<file path="config.mk">
export PLATFORM = sky130hd
export DESIGN_NAME = chgh_top
export DESIGN_NICKNAME = d
export VERILOG_FILES = /design/src/verilog/chgh_pkg.sv /design/src/verilog/chgh_top.sv
export VERILOG_INCLUDE_DIRS = /design/src /design/src/verilog
export SDC_FILE = /design/constraint.sdc
export NUM_CORES = 1
export LEC_CHECK = 0
export BUFFER_PORTS_ARGS = -buffer_cell sky130_fd_sc_hd__buf_2
export CORE_MARGIN = 2
export CORE_UTILIZATION = 50
export DETAILED_ROUTE_END_ITERATION = 10
export PLACE_DENSITY = 0.69
export SLEW_MARGIN = 20
export SYNTH_ARGS = -nofsm -noshare
export SYNTH_HDL_FRONTEND = slang
export SYNTH_SLANG_ARGS = --single-unit
export TNS_END_PERCENT = 5
</file>
<file path="constraint.sdc">
create_clock -name mclk -period 2.15 [get_ports mclk]
set_input_delay 0.215 -clock mclk [delete_from_list [all_inputs] [get_ports mclk]]
set_output_delay 0.215 -clock mclk [all_outputs]
set_load 0.01 [all_outputs]
</file>
<file path="src/verilog/chgh_defs.svh">
`ifndef CHGH_DEFS_SVH
`define CHGH_DEFS_SVH
// Functional notes
// - slave only, 7-bit address 6A, D4 with direction bit
// - standard and fast rate, same protocol; master stays within fast rate
// - data low past hang timeout ignores commands and resets engine
// - hang timer restarts on start and repeated start, stops at stop
// - on address match only, hold data low through ninth clock high
// - direction 0 master writes, direction 1 device returns bytes
// - receiver acknowledges every byte, any number of bytes
// - reads outside the register map return all ones
// - input overvoltage: flag, fault, pulse, power not good, charge off
// - input undervoltage: flag, fault, pulse, power not good, charge off
// - input current limit: charging status, pulse, keep charging limited
// - battery undervoltage: flag, fault, pulse, force pre-charge
// - safety timer expiry: flag, fault, pulse, charge and sensing off
// - input power management: active flag, fault, pulse, reduced current
// - cold or hot: thermistor field, fault, pulse, suspend charging
// - cool: thermistor field, fault, pulse, halve charge current
// - warm: thermistor field, fault, pulse, lower regulation target
// - charge done: status, pulse, stop until below recharge threshold
// - status 00 ready, 01 charging, 10 done, 11 fault, present only
// - each notification is one low pulse of fixed length
`define CHGH_CLK_NS 5
`define CHGH_INT_PULSE_NS 128000
`define CHGH_HANG_NS 25000000
`define CHGH_DEV_ADDR 7'h6A
`define CHGH_R_STAT 8'h00
`define CHGH_R_FAULT 8'h01
`define CHGH_R_TS 8'h02
`define CHGH_R_FC 8'h03
`define CHGH_TS_RST 8'h88
`define CHGH_FC_RST 8'h14
`define CHGH_SHIP_BIT 5
`define CHGH_CE_BIT 1
`define CHGH_HZ_BIT 0
`define CHGH_ST_READY 2'h0
`define CHGH_ST_CHG 2'h1
`define CHGH_ST_DONE 2'h2
`define CHGH_ST_FAULT 2'h3
`define CHGH_TS_NORM 2'h0
`define CHGH_TS_COLDHOT 2'h1
`define CHGH_TS_COOL 2'h2
`define CHGH_TS_WARM 2'h3
`define CHGH_A_STATUS 8'h00
`define CHGH_A_CONFIG 8'h04
`endif

</file>
<file path="src/verilog/chgh_pkg.sv">
package chgh_pkg;
    typedef struct packed {
        logic input_overvoltage_flag;
        logic input_undervoltage_flag;
        logic input_current_limit_event;
        logic battery_undervoltage_flag;
        logic timer_expired;
        logic input_power_management_active;
        logic [1:0] thermistor_fault_field;
        logic charge_done;
        logic below_recharge_threshold;
    } chgh_cond_t;
    typedef struct packed {
        logic power_good_output;
        logic charge_enable;
        logic thermistor_sense_en;
        logic system_output_from_battery;
        logic precharge_force;
        logic charge_current_half;
        logic battery_regulation_lower;
        logic input_current_limited;
        logic input_current_reduced;
        logic recharge_monitor;
    } chgh_ctrl_t;
    typedef enum logic [2:0] {
        I2C_IDLE, I2C_ADDR, I2C_AACK, I2C_RX, I2C_RACK, I2C_TX, I2C_TACK
    } chgh_i2c_st_t;
endpackage

</file>
<file path="src/verilog/chgh_top.sv">
`include "chgh_defs.svh"
module chgh_top #(
    parameter int INT_CYC = `CHGH_INT_PULSE_NS / `CHGH_CLK_NS,
    parameter int HANG_CYC = `CHGH_HANG_NS / `CHGH_CLK_NS
) (
    input wire logic mclk,
    input wire logic rst_n,
    input wire logic psel,
    input wire logic penable,
    input wire logic pwrite,
    input wire logic [7:0] paddr,
    input wire logic [31:0] pwdata,
    output logic [31:0] prdata,
    output logic pready,
    output logic pslverr,
    input wire logic scl_i,
    input wire logic sda_i,
    output logic sda_o,
    output logic sda_oe,
    input wire chgh_pkg::chgh_cond_t cond_i,
    output chgh_pkg::chgh_ctrl_t ctrl_o,
    output logic int_n
);
    localparam int HW = $clog2(HANG_CYC + 1);
    localparam int IW = $clog2(INT_CYC + 1);

    generate
        if (INT_CYC < 2 || HANG_CYC < 2) begin : g_bad
            $error("pulse and hang counts must be at least 2");
        end
    endgenerate

    // pins, two flops each before use
    logic [1:0] scl_s, sda_s;
    logic scl_d, sda_d;
    chgh_pkg::chgh_cond_t cm_q, cs_q, cp_q;
    always_ff @(posedge mclk or negedge rst_n) begin
        if (!rst_n) begin
            scl_s <= 2'h3;
            sda_s <= 2'h3;
            scl_d <= 1'b1;
            sda_d <= 1'b1;
        end else begin
            scl_s <= {scl_s[0], scl_i};
            sda_s <= {sda_s[0], sda_i};
            scl_d <= scl_s[1];
            sda_d <= sda_s[1];
        end
    end
    always_ff @(posedge mclk or negedge rst_n) begin
        if (!rst_n) begin
            cm_q <= '0;
            cs_q <= '0;
            cp_q <= '0;
        end else begin
            cm_q <= cond_i;
            cs_q <= cm_q;
            cp_q <= cs_q;
        end
    end

    logic scl, sda, scl_rise, scl_fall, start_c, stop_c;
    assign scl = scl_s[1];
    assign sda = sda_s[1];
    // edges are found by sampling, so standard and fast rate run the same path
    assign scl_rise = scl && !scl_d;
    assign scl_fall = !scl && scl_d;
    assign start_c = scl && scl_d && sda_d && !sda;
    assign stop_c = scl && scl_d && !sda_d && sda;

    // register state
    logic ship_q, uv_q, tmr_q, done_q, ts_en_q, int_en_q;
    logic [3:0] fmask_q;
    logic [2:0] tmask_q;
    logic [7:0] fc_q;
    logic [1:0] stat_q;
    logic inactive;
    assign inactive = ship_q || fc_q[`CHGH_HZ_BIT];

    function automatic logic [7:0] rd_byte(input logic [7:0] a);
        case (a)
            `CHGH_R_STAT: rd_byte = {stat_q, 1'b0, 1'b0, tmr_q,
                cs_q.input_power_management_active, 1'b0, 1'b1};
            `CHGH_R_FAULT: rd_byte = {cs_q.input_overvoltage_flag, uv_q,
                cs_q.battery_undervoltage_flag, 1'b0, fmask_q};
            `CHGH_R_TS: rd_byte = {ts_en_q, cs_q.thermistor_fault_field,
                1'b0, int_en_q, tmask_q};
            `CHGH_R_FC: rd_byte = fc_q;
            default: rd_byte = 8'hFF;
        endcase
    endfunction

    // serial engine
    chgh_pkg::chgh_i2c_st_t st_q;
    logic [3:0] cnt_q;
    logic [7:0] sh_q, ptr_q, wadr_q, wdat_q;
    logic rw_q, first_q, oe_q, nack_q, wr_q, rdclr_q, hang_hit;
    logic [HW-1:0] hcnt_q;
    logic [7:0] nxt;
    // always_comb so that status changes behind a fixed pointer are seen too
    always_comb begin
        nxt = rd_byte(ptr_q);
    end

    always_ff @(posedge mclk or negedge rst_n) begin
        if (!rst_n) begin
            st_q <= chgh_pkg::I2C_IDLE;
            cnt_q <= 4'h0;
            sh_q <= 8'h00;
            ptr_q <= 8'h00;
            wadr_q <= 8'h00;
            wdat_q <= 8'h00;
            rw_q <= 1'b0;
            first_q <= 1'b0;
            oe_q <= 1'b0;
            nack_q <= 1'b0;
            wr_q <= 1'b0;
            rdclr_q <= 1'b0;
        end else begin
            wr_q <= 1'b0;
            rdclr_q <= 1'b0;
            if (hang_hit) begin
                st_q <= chgh_pkg::I2C_IDLE;
                oe_q <= 1'b0;
            end else if (start_c) begin
                st_q <= chgh_pkg::I2C_ADDR;
                cnt_q <= 4'h0;
                oe_q <= 1'b0;
            end else if (stop_c) begin
                st_q <= chgh_pkg::I2C_IDLE;
                oe_q <= 1'b0;
            end else begin
                case (st_q)
                    chgh_pkg::I2C_ADDR: begin
                        if (scl_rise) begin
                            sh_q <= {sh_q[6:0], sda};
                            cnt_q <= cnt_q + 4'h1;
                        end else if (scl_fall && cnt_q == 4'h8) begin
                            if (sh_q[7:1] == `CHGH_DEV_ADDR && !inactive) begin
                                st_q <= chgh_pkg::I2C_AACK;
                                oe_q <= 1'b1;
                                rw_q <= sh_q[0];
                            end else begin
                                st_q <= chgh_pkg::I2C_IDLE;
                            end
                        end
                    end
                    chgh_pkg::I2C_AACK: begin
                        if (scl_fall) begin
                            cnt_q <= 4'h0;
                            if (rw_q) begin
                                st_q <= chgh_pkg::I2C_TX;
                                sh_q <= nxt;
                                oe_q <= !nxt[7];
                                rdclr_q <= (ptr_q == `CHGH_R_FAULT);
                            end else begin
                                st_q <= chgh_pkg::I2C_RX;
                                oe_q <= 1'b0;
                                first_q <= 1'b1;
                            end
                        end
                    end
                    chgh_pkg::I2C_RX: begin
                        if (scl_rise) begin
                            sh_q <= {sh_q[6:0], sda};
                            cnt_q <= cnt_q + 4'h1;
                        end else if (scl_fall && cnt_q == 4'h8) begin
                            st_q <= chgh_pkg::I2C_RACK;
                            oe_q <= 1'b1;
                            first_q <= 1'b0;
                            if (first_q) begin
                                ptr_q <= sh_q;
                            end else begin
                                wr_q <= 1'b1;
                                wadr_q <= ptr_q;
                                wdat_q <= sh_q;
                                ptr_q <= ptr_q + 8'h01;
                            end
                        end
                    end
                    chgh_pkg::I2C_RACK: begin
                        if (scl_fall) begin
                            st_q <= chgh_pkg::I2C_RX;
                            oe_q <= 1'b0;
                            cnt_q <= 4'h0;
                        end
                    end
                    chgh_pkg::I2C_TX: begin
                        if (scl_fall) begin
                            if (cnt_q == 4'h7) begin
                                st_q <= chgh_pkg::I2C_TACK;
                                oe_q <= 1'b0;
                                ptr_q <= ptr_q + 8'h01;
                            end else begin
                                oe_q <= !sh_q[6];
                                sh_q <= {sh_q[6:0], 1'b0};
                                cnt_q <= cnt_q + 4'h1;
                            end
                        end
                    end
                    chgh_pkg::I2C_TACK: begin
                        if (scl_rise) begin
                            nack_q <= sda;
                        end else if (scl_fall) begin
                            cnt_q <= 4'h0;
                            if (nack_q) begin
                                st_q <= chgh_pkg::I2C_IDLE;
                            end else begin
                                st_q <= chgh_pkg::I2C_TX;
                                sh_q <= nxt;
                                oe_q <= !nxt[7];
                                rdclr_q <= (ptr_q == `CHGH_R_FAULT);
                            end
                        end
                    end
                    default: begin
                        oe_q <= 1'b0;
                    end
                endcase
            end
        end
    end
    assign sda_o = 1'b0;
    assign sda_oe = oe_q;

    // only consecutive data-low time counts; a slow master is cut off only if data stays low that long
    assign hang_hit = st_q != chgh_pkg::I2C_IDLE && !sda
        && hcnt_q == HW'(HANG_CYC - 1);
    always_ff @(posedge mclk or negedge rst_n) begin
        if (!rst_n) begin
            hcnt_q <= '0;
        end else if (start_c || sda || st_q == chgh_pkg::I2C_IDLE) begin
            hcnt_q <= '0;
        end else if (!hang_hit) begin
            hcnt_q <= hcnt_q + HW'(1);
        end
    end

    // serial-side and bus-side register writes
    logic apb_wr, wake_clr;
    assign apb_wr = psel && penable && pwrite;
    assign wake_clr = apb_wr && paddr == `CHGH_A_CONFIG && pwdata[0];
    always_ff @(posedge mclk or negedge rst_n) begin
        if (!rst_n) begin
            ship_q <= 1'b0;
            fmask_q <= 4'h0;
            ts_en_q <= 1'(`CHGH_TS_RST >> 7);
            int_en_q <= 1'(`CHGH_TS_RST >> 3);
            tmask_q <= 3'h0;
            fc_q <= `CHGH_FC_RST;
        end else begin
            if (wake_clr) begin
                ship_q <= 1'b0;
            end
            if (wr_q) begin
                case (wadr_q)
                    `CHGH_R_STAT: begin
                        if (wdat_q[`CHGH_SHIP_BIT]) begin
                            ship_q <= 1'b1;
                        end
                    end
                    `CHGH_R_FAULT: fmask_q <= wdat_q[3:0];
                    `CHGH_R_TS: begin
                        ts_en_q <= wdat_q[7];
                        int_en_q <= wdat_q[3];
                        tmask_q <= wdat_q[2:0];
                    end
                    `CHGH_R_FC: fc_q <= wdat_q;
                    default: begin
                    end
                endcase
            end
        end
    end

    // condition events
    logic ev_ov, ev_uv, ev_bu, ev_tm, ev_dpm, ev_il, ev_ts, ev_dn;
    assign ev_ov = cs_q.input_overvoltage_flag && !cp_q.input_overvoltage_flag;
    assign ev_uv = cs_q.input_undervoltage_flag && !cp_q.input_undervoltage_flag;
    assign ev_bu = cs_q.battery_undervoltage_flag
        && !cp_q.battery_undervoltage_flag;
    assign ev_tm = cs_q.timer_expired && !cp_q.timer_expired;
    assign ev_dpm = cs_q.input_power_management_active
        && !cp_q.input_power_management_active;
    assign ev_il = cs_q.input_current_limit_event
        && !cp_q.input_current_limit_event;
    assign ev_ts = cs_q.thermistor_fault_field != cp_q.thermistor_fault_field
        && cs_q.thermistor_fault_field != `CHGH_TS_NORM;
    assign ev_dn = cs_q.charge_done && !cp_q.charge_done;

    always_ff @(posedge mclk or negedge rst_n) begin
        if (!rst_n) begin
            uv_q <= 1'b0;
            tmr_q <= 1'b0;
            done_q <= 1'b0;
        end else begin
            // set beats the read clear
            uv_q <= ev_uv || (uv_q && !rdclr_q);
            tmr_q <= ev_tm || (tmr_q && !ev_uv);
            if (ev_dn) begin
                done_q <= 1'b1;
            end else if (cs_q.below_recharge_threshold) begin
                done_q <= 1'b0;
            end
        end
    end

    // charger responses
    logic vin_bad, fault_any, ts_ok;
    assign vin_bad = cs_q.input_overvoltage_flag || cs_q.input_undervoltage_flag;
    assign ts_ok = cs_q.thermistor_fault_field != `CHGH_TS_COLDHOT || !ts_en_q;
    assign fault_any = vin_bad || cs_q.battery_undervoltage_flag || tmr_q
        || cs_q.input_power_management_active
        || cs_q.thermistor_fault_field != `CHGH_TS_NORM;
    chgh_pkg::chgh_ctrl_t ctrl_d;
    always_comb begin
        ctrl_d = '0;
        ctrl_d.power_good_output = !vin_bad;
        ctrl_d.charge_enable = !vin_bad && !tmr_q && ts_ok && !done_q
            && !fc_q[`CHGH_CE_BIT] && !inactive;
        ctrl_d.thermistor_sense_en = ts_en_q && !vin_bad && !tmr_q;
        ctrl_d.system_output_from_battery = vin_bad;
        ctrl_d.precharge_force = cs_q.battery_undervoltage_flag;
        ctrl_d.charge_current_half =
            cs_q.thermistor_fault_field == `CHGH_TS_COOL;
        ctrl_d.battery_regulation_lower =
            cs_q.thermistor_fault_field == `CHGH_TS_WARM;
        ctrl_d.input_current_limited = cs_q.input_current_limit_event;
        ctrl_d.input_current_reduced =
            cs_q.input_power_management_active;
        ctrl_d.recharge_monitor = done_q;
    end
    always_ff @(posedge mclk or negedge rst_n) begin
        if (!rst_n) begin
            ctrl_o <= '0;
            stat_q <= `CHGH_ST_READY;
        end else begin
            ctrl_o <= ctrl_d;
            if (fault_any) begin
                stat_q <= `CHGH_ST_FAULT;
            end else if (done_q) begin
                stat_q <= `CHGH_ST_DONE;
            end else if (ctrl_d.charge_enable) begin
                stat_q <= `CHGH_ST_CHG;
            end else begin
                stat_q <= `CHGH_ST_READY;
            end
        end
    end

    // one fixed low pulse; events during a pulse leave one more pending
    logic ev_any, pend_q;
    logic [IW-1:0] icnt_q;
    assign ev_any = !inactive && ((ev_ov && !fmask_q[3]) || (ev_uv && !fmask_q[2])
        || (ev_bu && !fmask_q[1]) || (ev_tm && !tmask_q[0]) || ev_dpm || ev_ts
        || (int_en_q && (ev_il || ev_dn)));
    always_ff @(posedge mclk or negedge rst_n) begin
        if (!rst_n) begin
            int_n <= 1'b1;
            pend_q <= 1'b0;
            icnt_q <= '0;
        end else if (!int_n) begin
            pend_q <= pend_q || ev_any;
            if (icnt_q == IW'(INT_CYC - 1)) begin
                int_n <= 1'b1;
                icnt_q <= '0;
            end else begin
                icnt_q <= icnt_q + IW'(1);
            end
        end else if (ev_any || pend_q) begin
            int_n <= 1'b0;
            pend_q <= 1'b0;
        end
    end

    // bus slave, zero wait states
    logic apb_hit;
    assign apb_hit = paddr == `CHGH_A_STATUS || paddr == `CHGH_A_CONFIG;
    assign pready = 1'b1;
    assign pslverr = psel && penable && !apb_hit;
    always_ff @(posedge mclk or negedge rst_n) begin
        if (!rst_n) begin
            prdata <= 32'h0000_0000;
        end else if (psel && !penable) begin
            if (paddr == `CHGH_A_STATUS) begin
                prdata <= {12'h000, st_q, uv_q, tmr_q, done_q, ship_q,
                    fc_q[`CHGH_HZ_BIT], stat_q, ctrl_o};
            end else begin
                prdata <= 32'h0000_0000;
            end
        end
    end
endmodule

</file>
==> metrics.cfg, run 1 <==
[drt]
routed_via_density=5.77
dr.first_iter.drc_count=328
drt_drc_violations_left=0
wirelength_um=17000
average_detailed_routed_wire_length_per_instance_um=17.4
postRouteAntennaNets=0
first_pass_iters=5
vias=5620

[die]
die_area_um2=16500
core_area_um2=15100
row_count=45
die_h_um=128
die_width_um=128
top_level_ports=104
initial_core_util_pct=51.1

[global_routing]
grt_antenna_before_repair=0
wire_length_of_the_first_global_routing_pass_um=27800
via_count_of_the_first_global_routing_pass=5608
global_route.overflow_total=0
largest_net_degree_at_the_start_of_global_routing=58
overall_routing_resource_usage_pct=21.7

[placement]
buffer_ports.inserted=58
gpl.final_weighted_congestion=0.909
hpwlAfterDp_um=11700
pre_cts_slack_ns=0.0640

[finish]
area_overhead_of_the_layout_relative_to_synthesis_pct=17.7
post-route-util_pct=60.1
n_antenna_cell=0
design.final.nets=838
fraction_of_layout_cells_with_a_size_suffix_above_1_pct=25.4

[logic_synthesis]
leading_register_cell_type_out_of_synthesis=sky130_fd_sc_hd__dfrtp_1
ys_async_sr_fraction_pct=100
mappedNetlistArea_um2=7730
synth_cell_type_count=76
yosys.cell_count.top_type=sky130_fd_sc_hd__dfrtp_1
avgSynthCellArea_um2=11.4
yosysTopAreaCellShare_pct=51.4
synth.ff_latch_count=170
synth_seq_area_share_pct=55.2
synth_common_cells=sky130_fd_sc_hd__dfrtp_1, sky130_fd_sc_hd__nor2_1, sky130_fd_sc_hd__mux2_2
yosys_warnings=0
netlist_instances=680
yosys_top_cell_by_area=sky130_fd_sc_hd__dfrtp_1
number_of_enable_type_register_cells_in_the_synthesized_netlist=0
netlist_top_cells_area=sky130_fd_sc_hd__dfrtp_1, sky130_fd_sc_hd__mux2_2, sky130_fd_sc_hd__dfstp_2, sky130_fd_sc_hd__nor2_1, sky130_fd_sc_hd__xor2_1

[setup_path]
setup.worst_path.class=flip-flop to flip-flop
worstSetupEndpointType=flip-flop
cells_along_the_critical_path=or2_1 -> nor4b_4 -> nand3_2 -> nand3_2 -> buf_12 -> mux2_2
worst_ep_arrival_time_ns=2.37
critPathTopFamily=simple AND/OR/NAND/NOR gates
cpMostUsedCell=sky130_fd_sc_hd__nand3_2
worst_setup_path_start_kind=flip-flop
worst_path_max_delay_cell=sky130_fd_sc_hd__nor4b_4
cp.buffers_inverters=1
cp_slowest_stage_delay_ns=0.43
crit_required_ns=2.46
cp_max_fo=16

[sta]
tightest_slew_ns=0.550
timing.final.hold_violations=0
setup_slack_ns=0.0916
finalClockSkew_ns=0.00785
worst_slew_margin_rel_pct=63.2
period_minus_slack_ns=2.06
drv_slew=0
setup_violations=0
post-route-period-util_pct=95.7
max_freq_mhz=486

[clock_tree]
cts_sinks=170
cts-root-to-sink-buffers=2
clock_latency_ns=0.43
numCtsBuffers=17
clk_root_buffer_cell=sky130_fd_sc_hd__clkbuf_16
clkTransAtPathRegs_ns=0.07
cts_tree=done
htreeDepth=4

[power]
comb_power_share_pct=16.0
p_sw_mw=2.31
p_sw_share_pct=29.2
p_int_mw=5.58
p_seq_share_pct=45.2
vdd_drop_max_mv=0.633
power_leakage_nw=4.19
power.density_nw_per_um2=866
power.clock.fraction_pct=38.7

[worst_hold_path]
hold_crit_class=primary input to flip-flop

[status]
run_status=completed

[run]
cap_violations=0

## state kept, by name (all words and copies together) (netlist names), 3 cells and up
register / cells
tmask_q: 3
prdata: 20
cp_q: 6
wdat_q: 8
cs_q: 10
sh_q: 8
hcnt_q: 23
ptr_q: 8
st_q: 3
wadr_q: 8
fmask_q: 4
ctrl_o: 10
icnt_q: 15
cnt_q: 4
cm_q: 10
fc_q: 8
## final timing paths
kind	cells past startpoint	slack, ns	endpoint	from
setup / recovery	6	0.09	wdat_q[4]$_DFFE_PN0P_	hcnt_q[13]$_DFFE_PN0P_
hold / removal	4	0.13	ship_q$_DFF_PN0_	penable
setup reg to reg	6	0.09	wdat_q[4]$_DFFE_PN0P_	hcnt_q[13]$_DFFE_PN0P_
hold reg to reg	0	0.35	cs_q[4]$_DFF_PN0_	cm_q[4]$_DFF_PN0_
max in group asynchronous	3	1.09	scl_d$_DFF_PN1_	rst_n
min in group asynchronous	2	0.33	ctrl_o[3]$_DFF_PN0_	rst_n
## layout by cell type, fill, tap and decap left out, drive strengths merged, types with 13 or more instances in the layout
| cell type | count |
|---|---|
| dlygate4sd3 | 13 |
| nand3 | 37 |
| inv | 28 |
| a21oi | 18 |
| conb | 14 |
| dfrtp | 159 |
| nor2 | 62 |
| buf | 89 |
| o21ai | 24 |
| a22o | 22 |
| nor3 | 15 |
| clkbuf | 18 |
| nand2 | 26 |
| nand4 | 13 |
| xor2 | 23 |
| mux2 | 43 |
## through the flow
step                hold WS, ns  setup TNS [ns]  instance area, um^2  std cells  power (mW)
floorplan               -0.0806               0                 7780        692        4.42
global placement          0.213               0                 8340        929        4.80
detailed placement        0.221               0                 8340        929        4.85
CTS                       0.115               0                 9070        974        7.95
global route              0.125         -0.0246                 9100        974        8.29
finish                    0.135               0                 9100        974        7.88
## cell type report
type | instances | area, um^2
fill | 1237 | 6050
sequential | 170 | 4270
multi-input combinational | 462 | 3230
timing repair buffer | 102 | 697
clock buffer | 18 | 439
tap | 188 | 235
clock inverter | 14 | 153
inverter | 20 | 75.1
## logic make-up (layout without fill, tap and decap cells)
family	after synthesis	count (layout)	synth area share, %
buffers and inverters	60	154	4.13
AOI/OAI and AO/OA	127	127	11.8
adders and majority gates	8	8	1.29
other	2	14	0.0971
and+or+nand+nor	232	232	16.8
xor gates and xnor gates	33	33	3.74
muxes	48	48	6.91
DFF	170	170	55.2
## routing by layer
metal  up-vias  routed length (um)  track usage (%)
li1       2628                   -                -
met1      2782                7500             28.1
met2       172                8180             35.1
met3        38                 884             5.57
met4         0                 423             8.73
met5         -                   0                0
## power groups by stage
stage / logic [mW] / registers (mW) / clock network, mW
after floorplan: 0.849 / 3.57 / 0
after CTS: 1.26 / 3.56 / 3.13
after global placement: 1.19 / 3.61 / 0
after detailed placement: 1.23 / 3.62 / 0
after global routing: 1.41 / 3.59 / 3.28
final: 1.26 / 3.56 / 3.06
## worst min-delay path, stage by stage
cell	delay, ns
sky130_fd_sc_hd__buf_2	0.10
sky130_fd_sc_hd__nand2_1	0.07
sky130_fd_sc_hd__o31ai_1	0.09
sky130_fd_sc_hd__nand2_1	0.06
## timing repair
item,in CTS,in global routing
gates resized for setup,1,6
buffers inserted,0,0
hold buffers,13,0
pin swaps,0,0
endpoints found under the hold margin,61,0
setup endpoints to repair,12,31
Note: power is estimated with default switching activity, not from simulation.
==> inputs of run 2 (changes only) <==
--- a/config.mk
+++ b/config.mk
@@ -6,6 +6,7 @@
 export SDC_FILE = /design/constraint.sdc
 export NUM_CORES = 1
 export LEC_CHECK = 0
+export ABC_AREA = 1
 export BUFFER_PORTS_ARGS = -buffer_cell sky130_fd_sc_hd__buf_2
 export CORE_MARGIN = 2
 export CORE_UTILIZATION = 50
==> run 2 against run 1 <==
  * Fmax is 4.5% higher
  * Clock-buffer cell count is 2 higher
  * First-iteration DRC count is 20% higher
  * Critical path depth stayed put
  * Core utilization is 0.99 points lower
  * Routed wire length is 0.89% higher
  * Non-clock buffer count is 15 lower
  * Synthesized cell count is 45% higher
  * Global-route usage is 0.82 points lower
  * Clock power hardly changed
  * Via count is 15% higher
  * Largest cell class unchanged
  * Highest routed layer unchanged
==> metrics.cfg, run 2 <==
[sta]
post-route-period-util_pct=91.6  ; was 95.7%
setup_violations=0  ; unchanged
fin_setup_tns_ns=0  ; unchanged
timing.final.hold_violations=0  ; unchanged
drv_slew=0  ; unchanged
grt_setup_unrepaired=no
period_minus_slack_ns=1.97  ; was 2.06 ns
max_freq_mhz=508  ; was 486 MHz
finalClockSkew_ns=0.00877  ; was 0.00785 ns

[logic_synthesis]
yosys_top_cell_by_area=sky130_fd_sc_hd__dfrtp_1  ; unchanged
yosys.cell_count.top_type=sky130_fd_sc_hd__nand2_1  ; was sky130_fd_sc_hd__dfrtp_1
synth.ff_latch_count=170  ; unchanged
netlist_instances=983  ; was 680
yosys_warnings=0  ; unchanged
synth_seq_area_share_pct=52.8  ; was 55.2%
mappedNetlistArea_um2=8080  ; was 7730 um^2
leading_register_cell_type_out_of_synthesis=sky130_fd_sc_hd__dfrtp_1  ; unchanged
avgSynthCellArea_um2=8.22  ; was 11.4 um^2
netlist_top_cells_area=sky130_fd_sc_hd__dfrtp_1, sky130_fd_sc_hd__nand2_1, sky130_fd_sc_hd__inv_1, sky130_fd_sc_hd__nor2_1, sky130_fd_sc_hd__o21ai_0  ; was sky130_fd_sc_hd__dfrtp_1, sky130_fd_sc_hd__mux2_2, sky130_fd_sc_hd__dfstp_2, sky130_fd_sc_hd__nor2_1, sky130_fd_sc_hd__xor2_1
number_of_enable_type_register_cells_in_the_synthesized_netlist=0  ; unchanged
synth_common_cells=sky130_fd_sc_hd__nand2_1, sky130_fd_sc_hd__dfrtp_1, sky130_fd_sc_hd__inv_1  ; was sky130_fd_sc_hd__dfrtp_1, sky130_fd_sc_hd__nor2_1, sky130_fd_sc_hd__mux2_2
ys_async_sr_fraction_pct=100  ; unchanged
synth_cell_type_count=45  ; was 76
yosysTopAreaCellShare_pct=49.3  ; was 51.4%

[clock_tree]
clock_latency_ns=0.43  ; about the same
cts_sinks=170  ; unchanged
cts_tree=done  ; unchanged
cts-root-to-sink-buffers=2  ; unchanged
clkTransAtPathRegs_ns=0.06  ; was 0.07 ns
numCtsBuffers=17  ; unchanged
clk_root_buffer_cell=sky130_fd_sc_hd__clkbuf_16  ; unchanged
htreeDepth=4  ; unchanged

[drt]
routed_via_density=4.96  ; was 5.77
drt_drc_violations_left=0  ; unchanged
postRouteAntennaNets=0  ; unchanged
wirelength_um=17100  ; was 17000 um
vias=6437  ; was 5620
dr.first_iter.drc_count=392  ; was 328
average_detailed_routed_wire_length_per_instance_um=13.2  ; was 17.4 um
first_pass_iters=5  ; unchanged

[run]
cap_violations=0  ; unchanged

[setup_path]
cp_slowest_stage_delay_ns=0.54  ; was 0.43 ns
worstReg2RegEnd=ptr_q[5]$_DFFE_PN0P_  ; was wdat_q[4]$_DFFE_PN0P_
cp_max_fo=16  ; unchanged
worstReg2RegStart=scl_d$_DFF_PN1_  ; was hcnt_q[13]$_DFFE_PN0P_
cells_along_the_critical_path=inv_1 -> nor2_1 -> nand3_1 -> a21oi_1 -> nand4_4 -> o21a_1  ; was or2_1 -> nor4b_4 -> nand3_2 -> nand3_2 -> buf_12 -> mux2_2
worstRegToRegCells=6  ; unchanged
cp.buffers_inverters=1  ; unchanged
setup.worst_path.class=flip-flop to flip-flop  ; unchanged
worst_setup_path_start_kind=flip-flop  ; unchanged
worst_path_max_delay_cell=sky130_fd_sc_hd__dfstp_2  ; was sky130_fd_sc_hd__nor4b_4
timing.reg2reg.setup_slack_ns=0.18  ; was 0.09 ns
critical_path_depth=6  ; unchanged
worstSetupEndpointType=flip-flop  ; unchanged
critPathTopFamily=simple AND/OR/NAND/NOR gates  ; unchanged
cp-startpoint=scl_d$_DFF_PN1_  ; was hcnt_q[13]$_DFFE_PN0P_
worst_ep_arrival_time_ns=2.29  ; was 2.37 ns
crit_required_ns=2.47  ; was 2.46 ns
crit_path_end=ptr_q[5]$_DFFE_PN0P_  ; was wdat_q[4]$_DFFE_PN0P_

[placement]
hpwlAfterDp_um=12300  ; was 11700 um
gpl.final_weighted_congestion=0.888  ; was 0.909
buffer_ports.inserted=58  ; unchanged
placedInstanceArea_um2=8610  ; was 8340 um^2

[finish]
design.final.nets=1135  ; was 838
area_overhead_of_the_layout_relative_to_synthesis_pct=15.8  ; was 17.7%
top_library_cells_by_usage_in_the_layout_fill_and_taps_aside=sky130_fd_sc_hd__nand2_1, sky130_fd_sc_hd__dfrtp_1, sky130_fd_sc_hd__inv_1  ; was sky130_fd_sc_hd__dfrtp_1, sky130_fd_sc_hd__nor2_1, sky130_fd_sc_hd__buf_2
fraction_of_layout_cells_with_a_size_suffix_above_1_pct=13.9  ; was 25.4%
n_antenna_cell=0  ; unchanged
final_common_cell=sky130_fd_sc_hd__nand2_1  ; was sky130_fd_sc_hd__dfrtp_1
top_reg_by_flops=hcnt_q  ; unchanged
largest_registers=hcnt_q (23), prdata (20), icnt_q (15)  ; unchanged
largest_reg_flops=23  ; unchanged
post-route-cell-area_um2=9350  ; was 9100 um^2

[power]
power_leakage_nw=4.60  ; was 4.19 nW
vdd_drop_max_mv=0.614  ; was 0.633 mV
totalPowerFinal_mw=7.19  ; was 7.88 mW
power.density_nw_per_um2=769  ; was 866 nW/um^2

[die]
row_count=46  ; was 45
die_h_um=131  ; was 128 um
core_area_um2=15800  ; was 15100 um^2
die_width_um=131  ; was 128 um
top_level_ports=104  ; unchanged
initial_core_util_pct=51.0  ; was 51.1%
die_area_um2=17200  ; was 16500 um^2

[global_routing]
largest_net_degree_at_the_start_of_global_routing=54  ; was 58
via_count_of_the_first_global_routing_pass=6178  ; was 5608
global_route.overflow_total=0  ; unchanged
grt_antenna_before_repair=0  ; unchanged
wire_length_of_the_first_global_routing_pass_um=29400  ; was 27800 um
overall_routing_resource_usage_pct=20.8  ; was 21.7%

[worst_hold_path]
hold_crit_class=primary input to flip-flop  ; unchanged

[status]
run_status=completed  ; unchanged

==> run 2: changes by cell type after synthesis, sizes merged, moves of 9 or more <==
cell and delta:
xnor2 -9, inv +101, nand2 +250, nor2 +47, nor4 -10, nand2b -10, mux2 -42, a22o -22
and3 -9, nand3 +29, o21ai +67, a21oi +14, xor2 -12
==> run 2: stage by stage <==
step                setup slack, ns  utilization [%]  instances  hold WS, ns
floorplan                     0.514                -        995      -0.0806
global placement              0.181             54.4       1252        0.207
detailed placement            0.173             54.4       1252        0.204
CTS                           0.153             58.9       1297        0.107
global route                 0.0175             59.1       1299        0.148
finish                        0.180             59.1       1299        0.129
==> run 2: worst min path at each step <==
stage                            endpoint   start  cells past startpoint
floorplan               cm_q[0]$_DFF_PN0_   rst_n                      0
detailed placement    ctrl_o[3]$_DFF_PN0_   rst_n                      1
global route             ship_q$_DFF_PN0_  pwrite                      4
global placement    prdata[1]$_DFFE_PN0P_   rst_n                      1
finish                   ship_q$_DFF_PN0_  pwrite                      4
CTS                      ship_q$_DFF_PN0_  pwrite                      4
==> run 2: kinds of logic after synthesis <==
logic type	count (synthesis)	share of synthesized area, %
multiplexers	1	0.139
adder cells (fa/ha/maj)	8	1.24
other	2	0.0930
AND/OR/NAND/NOR	492	26.2
AO/OA/AOI/OAI	145	9.91
buffers and inverters	153	8.30
XOR/XNOR	12	1.30
flip-flops	170	52.8
==> run 2: cell type report <==
class                      count  area, um^2
clock buffer                  20         447
clock inverter                12         138
fill                        1389        6470
inverter                     121         457
multi-input combinational    673        3200
sequential                   170        4270
tap                          216         270
timing repair buffer          87         572
==> run 2: tightest hold or removal path, delay by kind of cell <==
family | cells | cell delay [ns]
buffers and inverters | 1 | 0.10
AND/OR/NAND/NOR | 3 | 0.21
==> run 2: repair_timing <==
action                                 CTS  global route
setup endpoints to repair                0            18
hold buffers                            13             0
buffers inserted                         0             1
endpoints found under the hold margin   59             0
resized for setup                        0             1
==> run 2: metal layers <==
layer,vias up,track usage [%],share of wire (%)
met5,-,0,0
met4,0,6.34,1.8
met2,136,33.5,47
met1,2985,28.3,47
met3,22,4.90,4.3
li1,3294,-,-
==> run 2: where the power goes <==
group	internal (mW)	switching, mW
clock network	1.76	1.27
registers	3.35	0.136
logic	0.231	0.444
